**src/design/phy_mgmt_pkg.sv**
```systemverilog
package phy_mgmt_pkg;

  // ==========================================================
  // register indices on the management bus
  localparam logic [4:0] REG_BASIC_CONTROL = 5'h00, REG_BASIC_STATUS = 5'h01, REG_ID_HIGH = 5'h02;
  localparam logic [4:0] REG_ID_LOW = 5'h03, REG_ADVERTISE = 5'h04, REG_PARTNER = 5'h05, REG_EXPANSION = 5'h06;
  localparam logic [4:0] REG_NP_TX = 5'h07, REG_PARTNER_NP = 5'h08, REG_GIG_CONTROL = 5'h09;
  localparam logic [4:0] REG_GIG_STATUS = 5'h0A, REG_IND_CONTROL = 5'h0D, REG_IND_DATA = 5'h0E;
  localparam logic [4:0] REG_EXT_STATUS = 5'h0F;

  // ==========================================================
  // field positions
  localparam int BC_LOOPBACK = 14, BC_SPEED_LSB = 13, BC_AN_EN = 12, BC_PDOWN = 11, BC_ISOLATE = 10;
  localparam int BC_RESTART = 9, BC_DUPLEX = 8, BC_COLTEST = 7, BC_SPEED_MSB = 6;
  localparam int BS_AN_DONE = 5, BS_RFAULT = 4, BS_LINK = 2, BS_JABBER = 1;
  localparam int PA_ACK = 14;
  localparam int EX_PDF = 4, EX_LP_NP = 3, EX_PAGE_RX = 1, EX_LP_AN = 0;
  localparam int NP_TOGGLE = 11;
  localparam int GC_TM_LO = 13, GC_MS_EN = 12, GC_MS_VAL = 11, GC_PORT = 10, GC_1000FD = 9, GC_1000HD = 8;
  localparam int GS_MSF = 15, GS_MSRES = 14, GS_LRX = 13, GS_RRX = 12, GS_LPFD = 11, GS_LPHD = 10;
  localparam int IC_MODE_LO = 14, IC_UPPER_LO = 5;

  // ==========================================================
  // reset values, fixed read values and write masks
  localparam logic [15:0] CTL_RST = 16'h1100, CTL_WMASK = 16'h7DC0;
  localparam logic [15:0] BS_FIXED = 16'h7949, EXT_STATUS_VAL = 16'h3000, EX_FIXED = 16'h0004;
  localparam logic [15:0] ADV_RST = 16'h01E1, ADV_WMASK = 16'hADFF;
  localparam logic [15:0] NP_RST = 16'h2001, NP_WMASK = 16'hB7FF;
  localparam logic [15:0] GC_RST = 16'h0200, GC_WMASK = 16'hFF00;
  localparam logic [15:0] ZERO16 = 16'h0000;
  localparam logic [7:0] IDLE_MAX = 8'hFF;

  // ==========================================================
  // encodings
  typedef enum logic [1:0] {SPEED_10 = 2'b00, SPEED_100 = 2'b01, SPEED_1000 = 2'b10, SPEED_RSVD = 2'b11} speed_type;
  typedef enum logic [1:0] {IND_ADDR = 2'b00, IND_DATA = 2'b01, IND_INC_RW = 2'b10, IND_INC_WR = 2'b11} ind_mode_type;
  typedef enum logic [1:0] {PAUSE_NONE = 2'b00, PAUSE_SYM = 2'b01, PAUSE_ASYM = 2'b10, PAUSE_BOTH = 2'b11} pause_type;
  localparam logic [2:0] TM_NORMAL = 3'h0, TM_LAST = 3'h4;

  // ==========================================================
  // management frame fields
  localparam logic [1:0] OP_READ = 2'b10, OP_WRITE = 2'b01;
  localparam logic [4:0] HDR_LAST = 5'h0C, DATA_LAST = 5'h0F, WR_FIRST = 5'h02, FRAME_LAST = 5'h11;

  // ==========================================================
  // carriers
  typedef struct packed {
    logic link_up, remote_fault, jabber, an_complete, parallel_fault, page_received;
    logic ms_fault, idle_rx_error, ms_master, local_rx_ok, remote_rx_ok;
    logic partner_1000fd, partner_1000hd, partner_np_able, partner_an_able, np_toggle;
    speed_type neg_speed;
    logic neg_full_duplex;
    logic [15:0] partner_ability, partner_next_page;
  } phy_status_type;

  typedef struct packed {
    logic isolate, restart_an, an_enable, loopback, power_down, collision_test;
    speed_type speed;
    logic full_duplex;
    logic [2:0] test_mode;
    logic ms_force, ms_master, port_multi, adv_1000fd, adv_1000hd;
    pause_type pause;
    logic [15:0] advertise, next_page;
  } phy_control_type;

  typedef struct packed {
    logic wr, rd;
    logic [4:0] dev;
    logic [15:0] addr, wdata;
  } ind_port_type;

endpackage

```
**src/design/phy_mgmt_regs.sv**
```systemverilog
module phy_mgmt_regs #(
  parameter logic [4:0] PHY_ADDR = 5'h01,
  parameter logic [15:0] ID_OUI_HIGH = 16'h1234, // arbitrary value
  parameter logic [5:0] ID_OUI_LOW = 6'h15, // arbitrary value
  parameter logic [5:0] ID_MODEL = 6'h2A, // arbitrary value
  parameter logic [3:0] ID_REVISION = 4'h3, // arbitrary value
  parameter logic SPEED_MSB_DEFAULT = 1'b1,
  parameter logic GIG_HD_DEFAULT = 1'b0
) (
  input wire logic i_clk_sys,
  input wire logic i_rst_b,
  input wire logic i_mdc,
  input wire logic i_mdio,
  output logic o_mdio,
  output logic o_mdio_oe,
  input wire phy_mgmt_pkg::phy_status_type i_status,
  input wire logic [15:0] i_ind_rdata,
  output phy_mgmt_pkg::phy_control_type o_ctrl,
  output phy_mgmt_pkg::ind_port_type o_ind
);

  // ==========================================================
  // pin synchronisers and edge finding
  logic [2:0] mdc_sync_r;
  logic [2:0] mdio_sync_r;
  logic mdc_lvl_r;
  logic mdio_lvl_r;
  logic mdc_rise;
  logic mdio_now;

  // three stages per pin; a change counts once stages two and three agree
  always_ff @(posedge i_clk_sys or negedge i_rst_b)
  begin
    if (!i_rst_b)
    begin
      mdc_sync_r <= 3'h0;
      mdio_sync_r <= 3'h7;
      mdc_lvl_r <= 1'b0;
      mdio_lvl_r <= 1'b1;
    end
    else
    begin
      mdc_sync_r <= {mdc_sync_r[1:0], i_mdc};
      mdio_sync_r <= {mdio_sync_r[1:0], i_mdio};
      if (mdc_sync_r[1] == mdc_sync_r[2])
        mdc_lvl_r <= mdc_sync_r[2];
      if (mdio_sync_r[1] == mdio_sync_r[2])
        mdio_lvl_r <= mdio_sync_r[2];
    end
  end

  // rising clock edge and settled data level
  assign mdc_rise = (mdc_sync_r[1] == mdc_sync_r[2]) && mdc_sync_r[2] && !mdc_lvl_r;
  assign mdio_now = (mdio_sync_r[1] == mdio_sync_r[2]) ? mdio_sync_r[2] : mdio_lvl_r;

  // ==========================================================
  // frame engine
  typedef enum {ST_HUNT, ST_HDR, ST_RD_TA, ST_RD_DATA, ST_WR, ST_SKIP} frame_state_type;
  frame_state_type state_r;
  logic [4:0] cnt_r;
  logic [11:0] hdr_r;
  logic [12:0] hdr_full;
  logic [15:0] shift_r;
  logic [15:0] rdata_nxt;
  logic rd_stb_r;
  logic wr_stb_r;
  logic [4:0] idx_r;
  logic [15:0] wdata_r;
  logic mdio_o_r;
  logic mdio_oe_r;

  assign hdr_full = {hdr_r, mdio_now};

  // strobe tests shared by every register with a write or read side effect
  function automatic logic rd_hit(input logic [4:0] idx);
    rd_hit = rd_stb_r && (idx_r == idx);
  endfunction

  function automatic logic wr_hit(input logic [4:0] idx);
    wr_hit = wr_stb_r && (idx_r == idx);
  endfunction

  // start bit, header, turnaround and data, sampled on mdc rise
  always_ff @(posedge i_clk_sys or negedge i_rst_b)
  begin
    if (!i_rst_b)
    begin
      state_r <= ST_HUNT;
      cnt_r <= 5'h00;
      hdr_r <= 12'h000;
      idx_r <= 5'h00;
      wdata_r <= phy_mgmt_pkg::ZERO16;
      rd_stb_r <= 1'b0;
      wr_stb_r <= 1'b0;
      mdio_o_r <= 1'b0;
      mdio_oe_r <= 1'b0;
    end
    else
    begin
      rd_stb_r <= 1'b0;
      wr_stb_r <= 1'b0;
      if (mdc_rise)
      begin
        case (state_r)
          ST_HUNT:
          begin
            cnt_r <= 5'h00;
            if (!mdio_now)
              state_r <= ST_HDR;
          end
          ST_HDR:
          begin
            hdr_r <= hdr_full[11:0];
            cnt_r <= cnt_r + 5'h01;
            if (cnt_r == phy_mgmt_pkg::HDR_LAST)
            begin
              cnt_r <= 5'h00;
              idx_r <= hdr_full[4:0];
              state_r <= ST_SKIP;
              if (hdr_full[12] && hdr_full[9:5] == PHY_ADDR)
              begin
                if (hdr_full[11:10] == phy_mgmt_pkg::OP_READ)
                begin
                  rd_stb_r <= 1'b1;
                  state_r <= ST_RD_TA;
                end
                else if (hdr_full[11:10] == phy_mgmt_pkg::OP_WRITE)
                  state_r <= ST_WR;
              end
            end
          end
          ST_RD_TA:
          begin
            mdio_oe_r <= 1'b1;
            mdio_o_r <= 1'b0;
            state_r <= ST_RD_DATA;
          end
          ST_RD_DATA:
          begin
            cnt_r <= cnt_r + 5'h01;
            mdio_o_r <= shift_r[15];
            if (cnt_r > phy_mgmt_pkg::DATA_LAST)
            begin
              mdio_oe_r <= 1'b0;
              state_r <= ST_HUNT;
            end
          end
          ST_WR:
          begin
            cnt_r <= cnt_r + 5'h01;
            if (cnt_r >= phy_mgmt_pkg::WR_FIRST)
              wdata_r <= {wdata_r[14:0], mdio_now};
            if (cnt_r == phy_mgmt_pkg::FRAME_LAST)
            begin
              wr_stb_r <= 1'b1;
              state_r <= ST_HUNT;
            end
          end
          ST_SKIP:
          begin
            cnt_r <= cnt_r + 5'h01;
            if (cnt_r == phy_mgmt_pkg::FRAME_LAST)
              state_r <= ST_HUNT;
          end
          default:
            state_r <= ST_HUNT;
        endcase
      end
    end
  end

  // read shifter, loaded once per read frame
  always_ff @(posedge i_clk_sys or negedge i_rst_b)
  begin
    if (!i_rst_b)
      shift_r <= phy_mgmt_pkg::ZERO16;
    else if (rd_stb_r)
      shift_r <= rdata_nxt;
    else if (mdc_rise && state_r == ST_RD_DATA)
      shift_r <= {shift_r[14:0], 1'b0};
  end

  // ==========================================================
  // writable registers
  logic [15:0] ctl_r;
  logic [15:0] adv_r;
  logic [15:0] np_r;
  logic [15:0] gc_r;
  logic [10:0] ic_upper_r;
  logic restart_r;
  logic ind_inc_r;
  phy_mgmt_pkg::ind_port_type ind_r;
  phy_mgmt_pkg::ind_mode_type ind_mode;

  assign ind_mode = phy_mgmt_pkg::ind_mode_type'(ic_upper_r[10:9]);

  // basic control; restart is never stored so it reads zero
  always_ff @(posedge i_clk_sys or negedge i_rst_b)
  begin
    if (!i_rst_b)
    begin
      ctl_r <= phy_mgmt_pkg::CTL_RST | {9'h000, SPEED_MSB_DEFAULT, 6'h00};
      restart_r <= 1'b0;
    end
    else
    begin
      restart_r <= wr_hit(phy_mgmt_pkg::REG_BASIC_CONTROL) && wdata_r[phy_mgmt_pkg::BC_RESTART];
      if (wr_hit(phy_mgmt_pkg::REG_BASIC_CONTROL))
        ctl_r <= wdata_r & phy_mgmt_pkg::CTL_WMASK;
    end
  end

  // advertisement, next page and gigabit control
  always_ff @(posedge i_clk_sys or negedge i_rst_b)
  begin
    if (!i_rst_b)
    begin
      adv_r <= phy_mgmt_pkg::ADV_RST;
      np_r <= phy_mgmt_pkg::NP_RST;
      gc_r <= phy_mgmt_pkg::GC_RST | {7'h00, GIG_HD_DEFAULT, 8'h00};
    end
    else
    begin
      if (wr_hit(phy_mgmt_pkg::REG_ADVERTISE))
        adv_r <= wdata_r & phy_mgmt_pkg::ADV_WMASK;
      if (wr_hit(phy_mgmt_pkg::REG_NP_TX))
        np_r <= wdata_r & phy_mgmt_pkg::NP_WMASK;
      if (wr_hit(phy_mgmt_pkg::REG_GIG_CONTROL))
        gc_r <= wdata_r & phy_mgmt_pkg::GC_WMASK;
    end
  end

  // indirect portal: address in mode zero, data moves otherwise
  always_ff @(posedge i_clk_sys or negedge i_rst_b)
  begin
    if (!i_rst_b)
    begin
      ic_upper_r <= 11'h000;
      ind_r <= '0;
      ind_inc_r <= 1'b0;
    end
    else
    begin
      ind_r.wr <= 1'b0;
      ind_r.rd <= 1'b0;
      ind_inc_r <= 1'b0;
      if (wr_hit(phy_mgmt_pkg::REG_IND_CONTROL))
      begin
        ic_upper_r <= wdata_r[15:5];
        ind_r.dev <= wdata_r[4:0];
      end
      if (wr_hit(phy_mgmt_pkg::REG_IND_DATA))
      begin
        if (ind_mode == phy_mgmt_pkg::IND_ADDR)
          ind_r.addr <= wdata_r;
        else
        begin
          ind_r.wr <= 1'b1;
          ind_r.wdata <= wdata_r;
          ind_inc_r <= (ind_mode != phy_mgmt_pkg::IND_DATA);
        end
      end
      if (rd_hit(phy_mgmt_pkg::REG_IND_DATA) && ind_mode != phy_mgmt_pkg::IND_ADDR)
      begin
        ind_r.rd <= 1'b1;
        ind_inc_r <= (ind_mode == phy_mgmt_pkg::IND_INC_RW);
      end
      // increment after the access pulse so the pulse shows the old address
      if (ind_inc_r)
        ind_r.addr <= ind_r.addr + 16'h0001;
    end
  end

  // ==========================================================
  // latched status and idle error counter
  logic rfault_r;
  logic jab_r;
  logic link_ll_r;
  logic pdf_r;
  logic page_rx_r;
  logic msf_r;
  logic [7:0] idle_cnt_r;

  // set wins over the clear that a read of the register makes
  always_ff @(posedge i_clk_sys or negedge i_rst_b)
  begin
    if (!i_rst_b)
    begin
      rfault_r <= 1'b0;
      jab_r <= 1'b0;
      link_ll_r <= 1'b0;
      pdf_r <= 1'b0;
      page_rx_r <= 1'b0;
      msf_r <= 1'b0;
    end
    else
    begin
      rfault_r <= (rfault_r && !rd_hit(phy_mgmt_pkg::REG_BASIC_STATUS)) || i_status.remote_fault;
      jab_r <= (jab_r && !rd_hit(phy_mgmt_pkg::REG_BASIC_STATUS)) || i_status.jabber;
      if (!i_status.link_up)
        link_ll_r <= 1'b0;
      else if (rd_hit(phy_mgmt_pkg::REG_BASIC_STATUS))
        link_ll_r <= 1'b1;
      pdf_r <= (pdf_r && !rd_hit(phy_mgmt_pkg::REG_EXPANSION)) || i_status.parallel_fault;
      page_rx_r <= (page_rx_r && !rd_hit(phy_mgmt_pkg::REG_EXPANSION)) || i_status.page_received;
      msf_r <= (msf_r && !rd_hit(phy_mgmt_pkg::REG_GIG_STATUS)) || i_status.ms_fault;
    end
  end

  // saturating count; an error in the clearing cycle starts at one
  always_ff @(posedge i_clk_sys or negedge i_rst_b)
  begin
    if (!i_rst_b)
      idle_cnt_r <= 8'h00;
    else if (rd_hit(phy_mgmt_pkg::REG_GIG_STATUS))
      idle_cnt_r <= {7'h00, i_status.idle_rx_error};
    else if (i_status.idle_rx_error && idle_cnt_r != phy_mgmt_pkg::IDLE_MAX)
      idle_cnt_r <= idle_cnt_r + 8'h01;
  end

  // ==========================================================
  // read mux
  always_comb
  begin
    rdata_nxt = phy_mgmt_pkg::ZERO16;
    case (idx_r)
      phy_mgmt_pkg::REG_BASIC_CONTROL: rdata_nxt = ctl_r;
      phy_mgmt_pkg::REG_BASIC_STATUS:
      begin
        rdata_nxt = phy_mgmt_pkg::BS_FIXED;
        rdata_nxt[phy_mgmt_pkg::BS_AN_DONE] = i_status.an_complete;
        rdata_nxt[phy_mgmt_pkg::BS_RFAULT] = rfault_r;
        rdata_nxt[phy_mgmt_pkg::BS_LINK] = link_ll_r;
        rdata_nxt[phy_mgmt_pkg::BS_JABBER] = jab_r;
      end
      phy_mgmt_pkg::REG_ID_HIGH: rdata_nxt = ID_OUI_HIGH;
      phy_mgmt_pkg::REG_ID_LOW: rdata_nxt = {ID_OUI_LOW, ID_MODEL, ID_REVISION};
      phy_mgmt_pkg::REG_ADVERTISE: rdata_nxt = adv_r;
      phy_mgmt_pkg::REG_PARTNER: rdata_nxt = i_status.partner_ability;
      phy_mgmt_pkg::REG_EXPANSION:
      begin
        rdata_nxt = phy_mgmt_pkg::EX_FIXED;
        rdata_nxt[phy_mgmt_pkg::EX_PDF] = pdf_r;
        rdata_nxt[phy_mgmt_pkg::EX_LP_NP] = i_status.partner_np_able;
        rdata_nxt[phy_mgmt_pkg::EX_PAGE_RX] = page_rx_r;
        rdata_nxt[phy_mgmt_pkg::EX_LP_AN] = i_status.partner_an_able;
      end
      phy_mgmt_pkg::REG_NP_TX:
      begin
        rdata_nxt = np_r;
        rdata_nxt[phy_mgmt_pkg::NP_TOGGLE] = i_status.np_toggle;
      end
      phy_mgmt_pkg::REG_PARTNER_NP: rdata_nxt = i_status.partner_next_page;
      phy_mgmt_pkg::REG_GIG_CONTROL: rdata_nxt = gc_r;
      phy_mgmt_pkg::REG_GIG_STATUS:
      begin
        rdata_nxt[7:0] = idle_cnt_r;
        rdata_nxt[phy_mgmt_pkg::GS_MSF] = msf_r;
        rdata_nxt[phy_mgmt_pkg::GS_MSRES] = i_status.ms_master;
        rdata_nxt[phy_mgmt_pkg::GS_LRX] = i_status.local_rx_ok;
        rdata_nxt[phy_mgmt_pkg::GS_RRX] = i_status.remote_rx_ok;
        rdata_nxt[phy_mgmt_pkg::GS_LPFD] = i_status.partner_1000fd;
        rdata_nxt[phy_mgmt_pkg::GS_LPHD] = i_status.partner_1000hd;
      end
      phy_mgmt_pkg::REG_IND_CONTROL: rdata_nxt = {ic_upper_r, ind_r.dev};
      phy_mgmt_pkg::REG_IND_DATA: rdata_nxt = (ind_mode == phy_mgmt_pkg::IND_ADDR) ? ind_r.addr : i_ind_rdata;
      phy_mgmt_pkg::REG_EXT_STATUS: rdata_nxt = phy_mgmt_pkg::EXT_STATUS_VAL;
      default: rdata_nxt = phy_mgmt_pkg::ZERO16;
    endcase
  end

  // ==========================================================
  // control outputs
  phy_mgmt_pkg::speed_type manual_speed;
  logic [2:0] tm_code;

  assign manual_speed = phy_mgmt_pkg::speed_type'({ctl_r[phy_mgmt_pkg::BC_SPEED_MSB], ctl_r[phy_mgmt_pkg::BC_SPEED_LSB]});
  assign tm_code = gc_r[phy_mgmt_pkg::GC_TM_LO +: 3];

  // effective settings driven to the datapath
  always_ff @(posedge i_clk_sys or negedge i_rst_b)
  begin
    if (!i_rst_b)
      o_ctrl <= '0;
    else
    begin
      o_ctrl.isolate <= ctl_r[phy_mgmt_pkg::BC_ISOLATE];
      o_ctrl.restart_an <= restart_r;
      o_ctrl.an_enable <= ctl_r[phy_mgmt_pkg::BC_AN_EN];
      o_ctrl.loopback <= ctl_r[phy_mgmt_pkg::BC_LOOPBACK];
      o_ctrl.power_down <= ctl_r[phy_mgmt_pkg::BC_PDOWN];
      o_ctrl.collision_test <= ctl_r[phy_mgmt_pkg::BC_COLTEST];
      o_ctrl.speed <= ctl_r[phy_mgmt_pkg::BC_AN_EN] ? i_status.neg_speed : manual_speed;
      o_ctrl.full_duplex <= ctl_r[phy_mgmt_pkg::BC_AN_EN] ? i_status.neg_full_duplex : ctl_r[phy_mgmt_pkg::BC_DUPLEX];
      // test waveforms only after negotiation is off and gigabit forced
      o_ctrl.test_mode <= (!ctl_r[phy_mgmt_pkg::BC_AN_EN] && manual_speed == phy_mgmt_pkg::SPEED_1000 &&
                           tm_code <= phy_mgmt_pkg::TM_LAST) ? tm_code : phy_mgmt_pkg::TM_NORMAL;
      o_ctrl.ms_force <= gc_r[phy_mgmt_pkg::GC_MS_EN];
      o_ctrl.ms_master <= gc_r[phy_mgmt_pkg::GC_MS_EN] && gc_r[phy_mgmt_pkg::GC_MS_VAL];
      o_ctrl.port_multi <= !gc_r[phy_mgmt_pkg::GC_MS_EN] && gc_r[phy_mgmt_pkg::GC_PORT];
      o_ctrl.adv_1000fd <= gc_r[phy_mgmt_pkg::GC_1000FD];
      o_ctrl.adv_1000hd <= gc_r[phy_mgmt_pkg::GC_1000HD];
      o_ctrl.pause <= phy_mgmt_pkg::pause_type'(adv_r[11:10]);
      o_ctrl.advertise <= adv_r;
      o_ctrl.next_page <= np_r;
    end
  end

  assign o_mdio = mdio_o_r;
  assign o_mdio_oe = mdio_oe_r;
  assign o_ind = ind_r;
endmodule

```
**config.mk**
```make
export PLATFORM = sky130hd
export DESIGN_NAME = phy_mgmt_regs
export DESIGN_NICKNAME = d
export VERILOG_FILES = /design/src/design/phy_mgmt_pkg.sv /design/src/design/phy_mgmt_regs.sv
export SDC_FILE = /design/constraint.sdc
export NUM_CORES = 1
export LEC_CHECK = 0
export ABC_CLOCK_PERIOD_IN_PS = 2000
export BUFFER_PORTS_ARGS = -buffer_cell sky130_fd_sc_hd__buf_2
export CAP_MARGIN = 15
export CORE_UTILIZATION = 45
export DETAILED_ROUTE_END_ITERATION = 12
export PLACE_DENSITY = 0.79
export RECOVER_POWER = 100
export SLEW_MARGIN = 20
export SYNTH_ARGS = -nofsm -noshare
export SYNTH_HDL_FRONTEND = slang
export SYNTH_SLANG_ARGS = --single-unit
```
**constraint.sdc**
```tcl
create_clock -name i_clk_sys -period 2 [get_ports i_clk_sys]
set_input_delay 0 -clock i_clk_sys [delete_from_list [all_inputs] [get_ports i_clk_sys]]
set_output_delay 0 -clock i_clk_sys [all_outputs]
set_load 0.05 [all_outputs]
```
==> results_dict.tcl <==
set metrics [dict create \
    dp_slack_ns -0.103 \
    setup_violations 0 \
    layout-drive-gt1-share 0.327 \
    ys_ff_latch 222 \
    syn-instance-count 849 \
    async_flop_share 1.00 \
    timing.hold.ws_ns 0.0206 \
    crit_path_max_fanout 3 \
    grt_pass1_vias 8358 \
    yosys_warnings 0 \
    routed_wl_mm 31.1 \
    cts_tree "yes" \
    pwr-share-comb 0.075 \
    grt_usage 0.274 \
    via_count 8218 \
    worstPathRequired_ns 2.40 \
    max_freq_ghz 0.515 \
    grt_max_degree 65 \
    yosysSeqAreaShare 0.549 \
    relSlewSlack -0.0974 \
    synthMuxAreaShare 0.152 \
    synth_edf_count 0 \
    irDropWorstVdd_v 0.000507 \
    final_cell_mix "dfrtp_1 (196), mux2_2 (105), clkbuf_1 (94), buf_4 (79), buf_2 (69)" \
    antennaDiodeCount 0 \
    grt_pass1_wl_mm 48.9 \
    syn-cell-area_sq_mm 0.0101 \
    synthSimpleGateAreaFrac 0.115 \
    io_buffers 157 \
    cts.sinks 222 \
    arrival_ns 2.35 \
    crit_chain "or4b_2, nor3b_2, nand2_1, and3_1, mux2_2" \
    final_cells 1416 \
    syn_area_per_cell_sq_um 12.0 \
    fin_ws_ns 0.0571 \
    numPlacedInstances 1337 \
    outcome "complete, but fails checks" \
    hpwl_mm 23.0 \
    min_period_ns 1.94 \
    final_area_sq_mm 0.0131 \
    drc 6 \
    power.total_mw 10.4 \
    p_switching_mw 2.45 \
    violations "DRC, capacitance limit, slew limit" \
    clk_path_buf_depth 3 \
    p_per_area_mw_per_mm2 795 \
    core_area_sq_mm 0.0220 \
    drt_first_pass_iters 9 \
    ys_types 81 \
    via_per_inst 5.80 \
    place_area_sq_mm 0.0119 \
    numCtsBuffers 24 \
    crit_slowest_cell "or4b_2" \
    final_util 0.595 \
    ant_nets 0 \
    initialDrtViolationCount 633 \
    htree_num_levels 1 \
    die-area_sq_mm 0.0232 \
    rows 54 \
    worstSetupEndpointType "flop" \
    drv_slew 64 \
    synth.area.top_cells "dfrtp_1 (51%), mux2_2 (12%), dfstp_2 (3.9%)" \
    wl_per_cell_um 22.0 \
    setup.worst_path.class "reg2reg" \
    yosys.area_share.adder 0.0121 \
    grt_overflow 0 \
    final_common_cell "dfrtp_1" \
    hold_viol_final 0 \
    leakagePower_nw 6.07 \
    synth_top_cell_area_share 0.510 \
    n_fill_cell 1824 \
    period_share 0.971 \
    tightest_slew_ns 1.65 \
    switching_share 0.236 \
    synth_compound_area_frac 0.132 \
    clkLatencyLatePin_ns 0.51 \
    area_growth_pct 28.7 \
    pwr-share-seq 0.472 \
    nets 1198 \
    die_h_um 152 \
    synth_top_cell_by_area "dfrtp_1" \
    clock_skew_ns 0.0119 \
    maxCapViolCount 1 \
    root_buffer "clkbuf_16" \
    antenna_found_initial 0 \
    path_clk_slew_ns 0.06 \
    synth_top_family_by_area "multiplexers" \
    start_kind "flop" \
    place.gp.congestion 0.975 \
    ioPinCount 163 \
    finalSetupTns_ns 0 \
    ys.flop_type "dfrtp_1" \
    hp-class "in2reg" \
    start_util 0.462 \
    synth_xor_area_frac 0.00777 \
    die_w_um 152 \
    clock_power_share 0.453 \
    p_int_mw 7.94 \
    slowest_delay_ns 0.65 \
]
## metal layers
metal  up-vias  GRT usage  wire, um
met5         -          0         0
met4         0     0.0889      1150
met3        81     0.0469      2450
met2       415      0.436     14200
met1      4059      0.382     13300
li1       3663          -         -
## logic make-up (layout without fill, tap and decap cells)
kind of cell	count (synthesis)	after routing
DFF	222	222
and+or+nand+nor	217	217
buffers and inverters	66	349
other	1	5
AOI/OAI and AO/OA	189	189
adders and majority gates	10	10
xor gates and xnor gates	9	9
muxes	135	135
## final cells by class
cell class,instances,area [sq um],share of cell area
inverters,19,71.3,0.00546
repair buffers,286,1810,0.138
multi-input cells,565,4390,0.336
clock buffers,34,729,0.0558
well taps,280,350,0.0268
clock inverters,10,128,0.00977
flip-flops and latches,222,5590,0.428
## final timing paths
kind	cells past startpoint	from	end	slack [ns]
worst max-delay path	5	hdr_r[6]	state_r[2]	0.06
worst min-delay path	4	i_status[6]	shift_r[6]	0.02
worst max register to register	5	hdr_r[6]	state_r[2]	0.06
worst min register to register	0	restart_r	o_ctrl[49]	0.35
max in group asynchronous	3	i_rst_b	ctl_r[12]	0.31
min in group asynchronous	2	i_rst_b	np_r[3]	0.46
## cell usage after synthesis, types with 8 or more instances
cell type / number
o22ai_1: 12
nand2_1: 56
dfrtp_1: 207
a21oi_1: 28
mux2_4: 10
buf_2: 19
ha_1: 9
a22oi_1: 20
mux2i_1: 19
inv_1: 18
nand2b_1: 12
and3_1: 12
nand3_1: 18
clkbuf_1: 16
a21o_1: 8
nor2_1: 43
buf_4: 8
o21ai_0: 28
a31oi_1: 13
nor3_1: 13
dfstp_2: 15
a211oi_1: 8
nor2b_1: 10
mux2_2: 105
a22o_1: 10
## power groups by stage
stage                     registers (mW)  logic, mW  clock network (mW)
after CTS                           4.89      0.790                4.79
after floorplan                     4.89      0.439                   0
after global routing                4.93      0.891                4.95
after detailed placement            4.97      0.732                   0
final                               4.90      0.784                4.70
after global placement              4.97      0.713                   0
## state kept, by name (all words and copies together), names as in the netlist, 11 cells and up
register    cells
o_ctrl         44
o_ind          39
shift_r        16
wdata_r        16
np_r           14
adv_r          13
hdr_r          12
ic_upper_r     11
## critical path: cells and delay by family (launching register included)
| kind | cells | cell delay (ns) |
|---|---|---|
| flops | 1 | 0.39 |
| mux | 1 | 0.25 |
| simple gates | 4 | 1.18 |
## repair_timing
item | in CTS | in global routing
hold endpoints to repair | 235 | 0
buffers inserted | 0 | 1
resized for setup | 10 | 22
setup endpoints to repair | 36 | 56
hold buffers | 34 | 0
pin swaps | 0 | 2
Power figures use the tool's default switching activity.
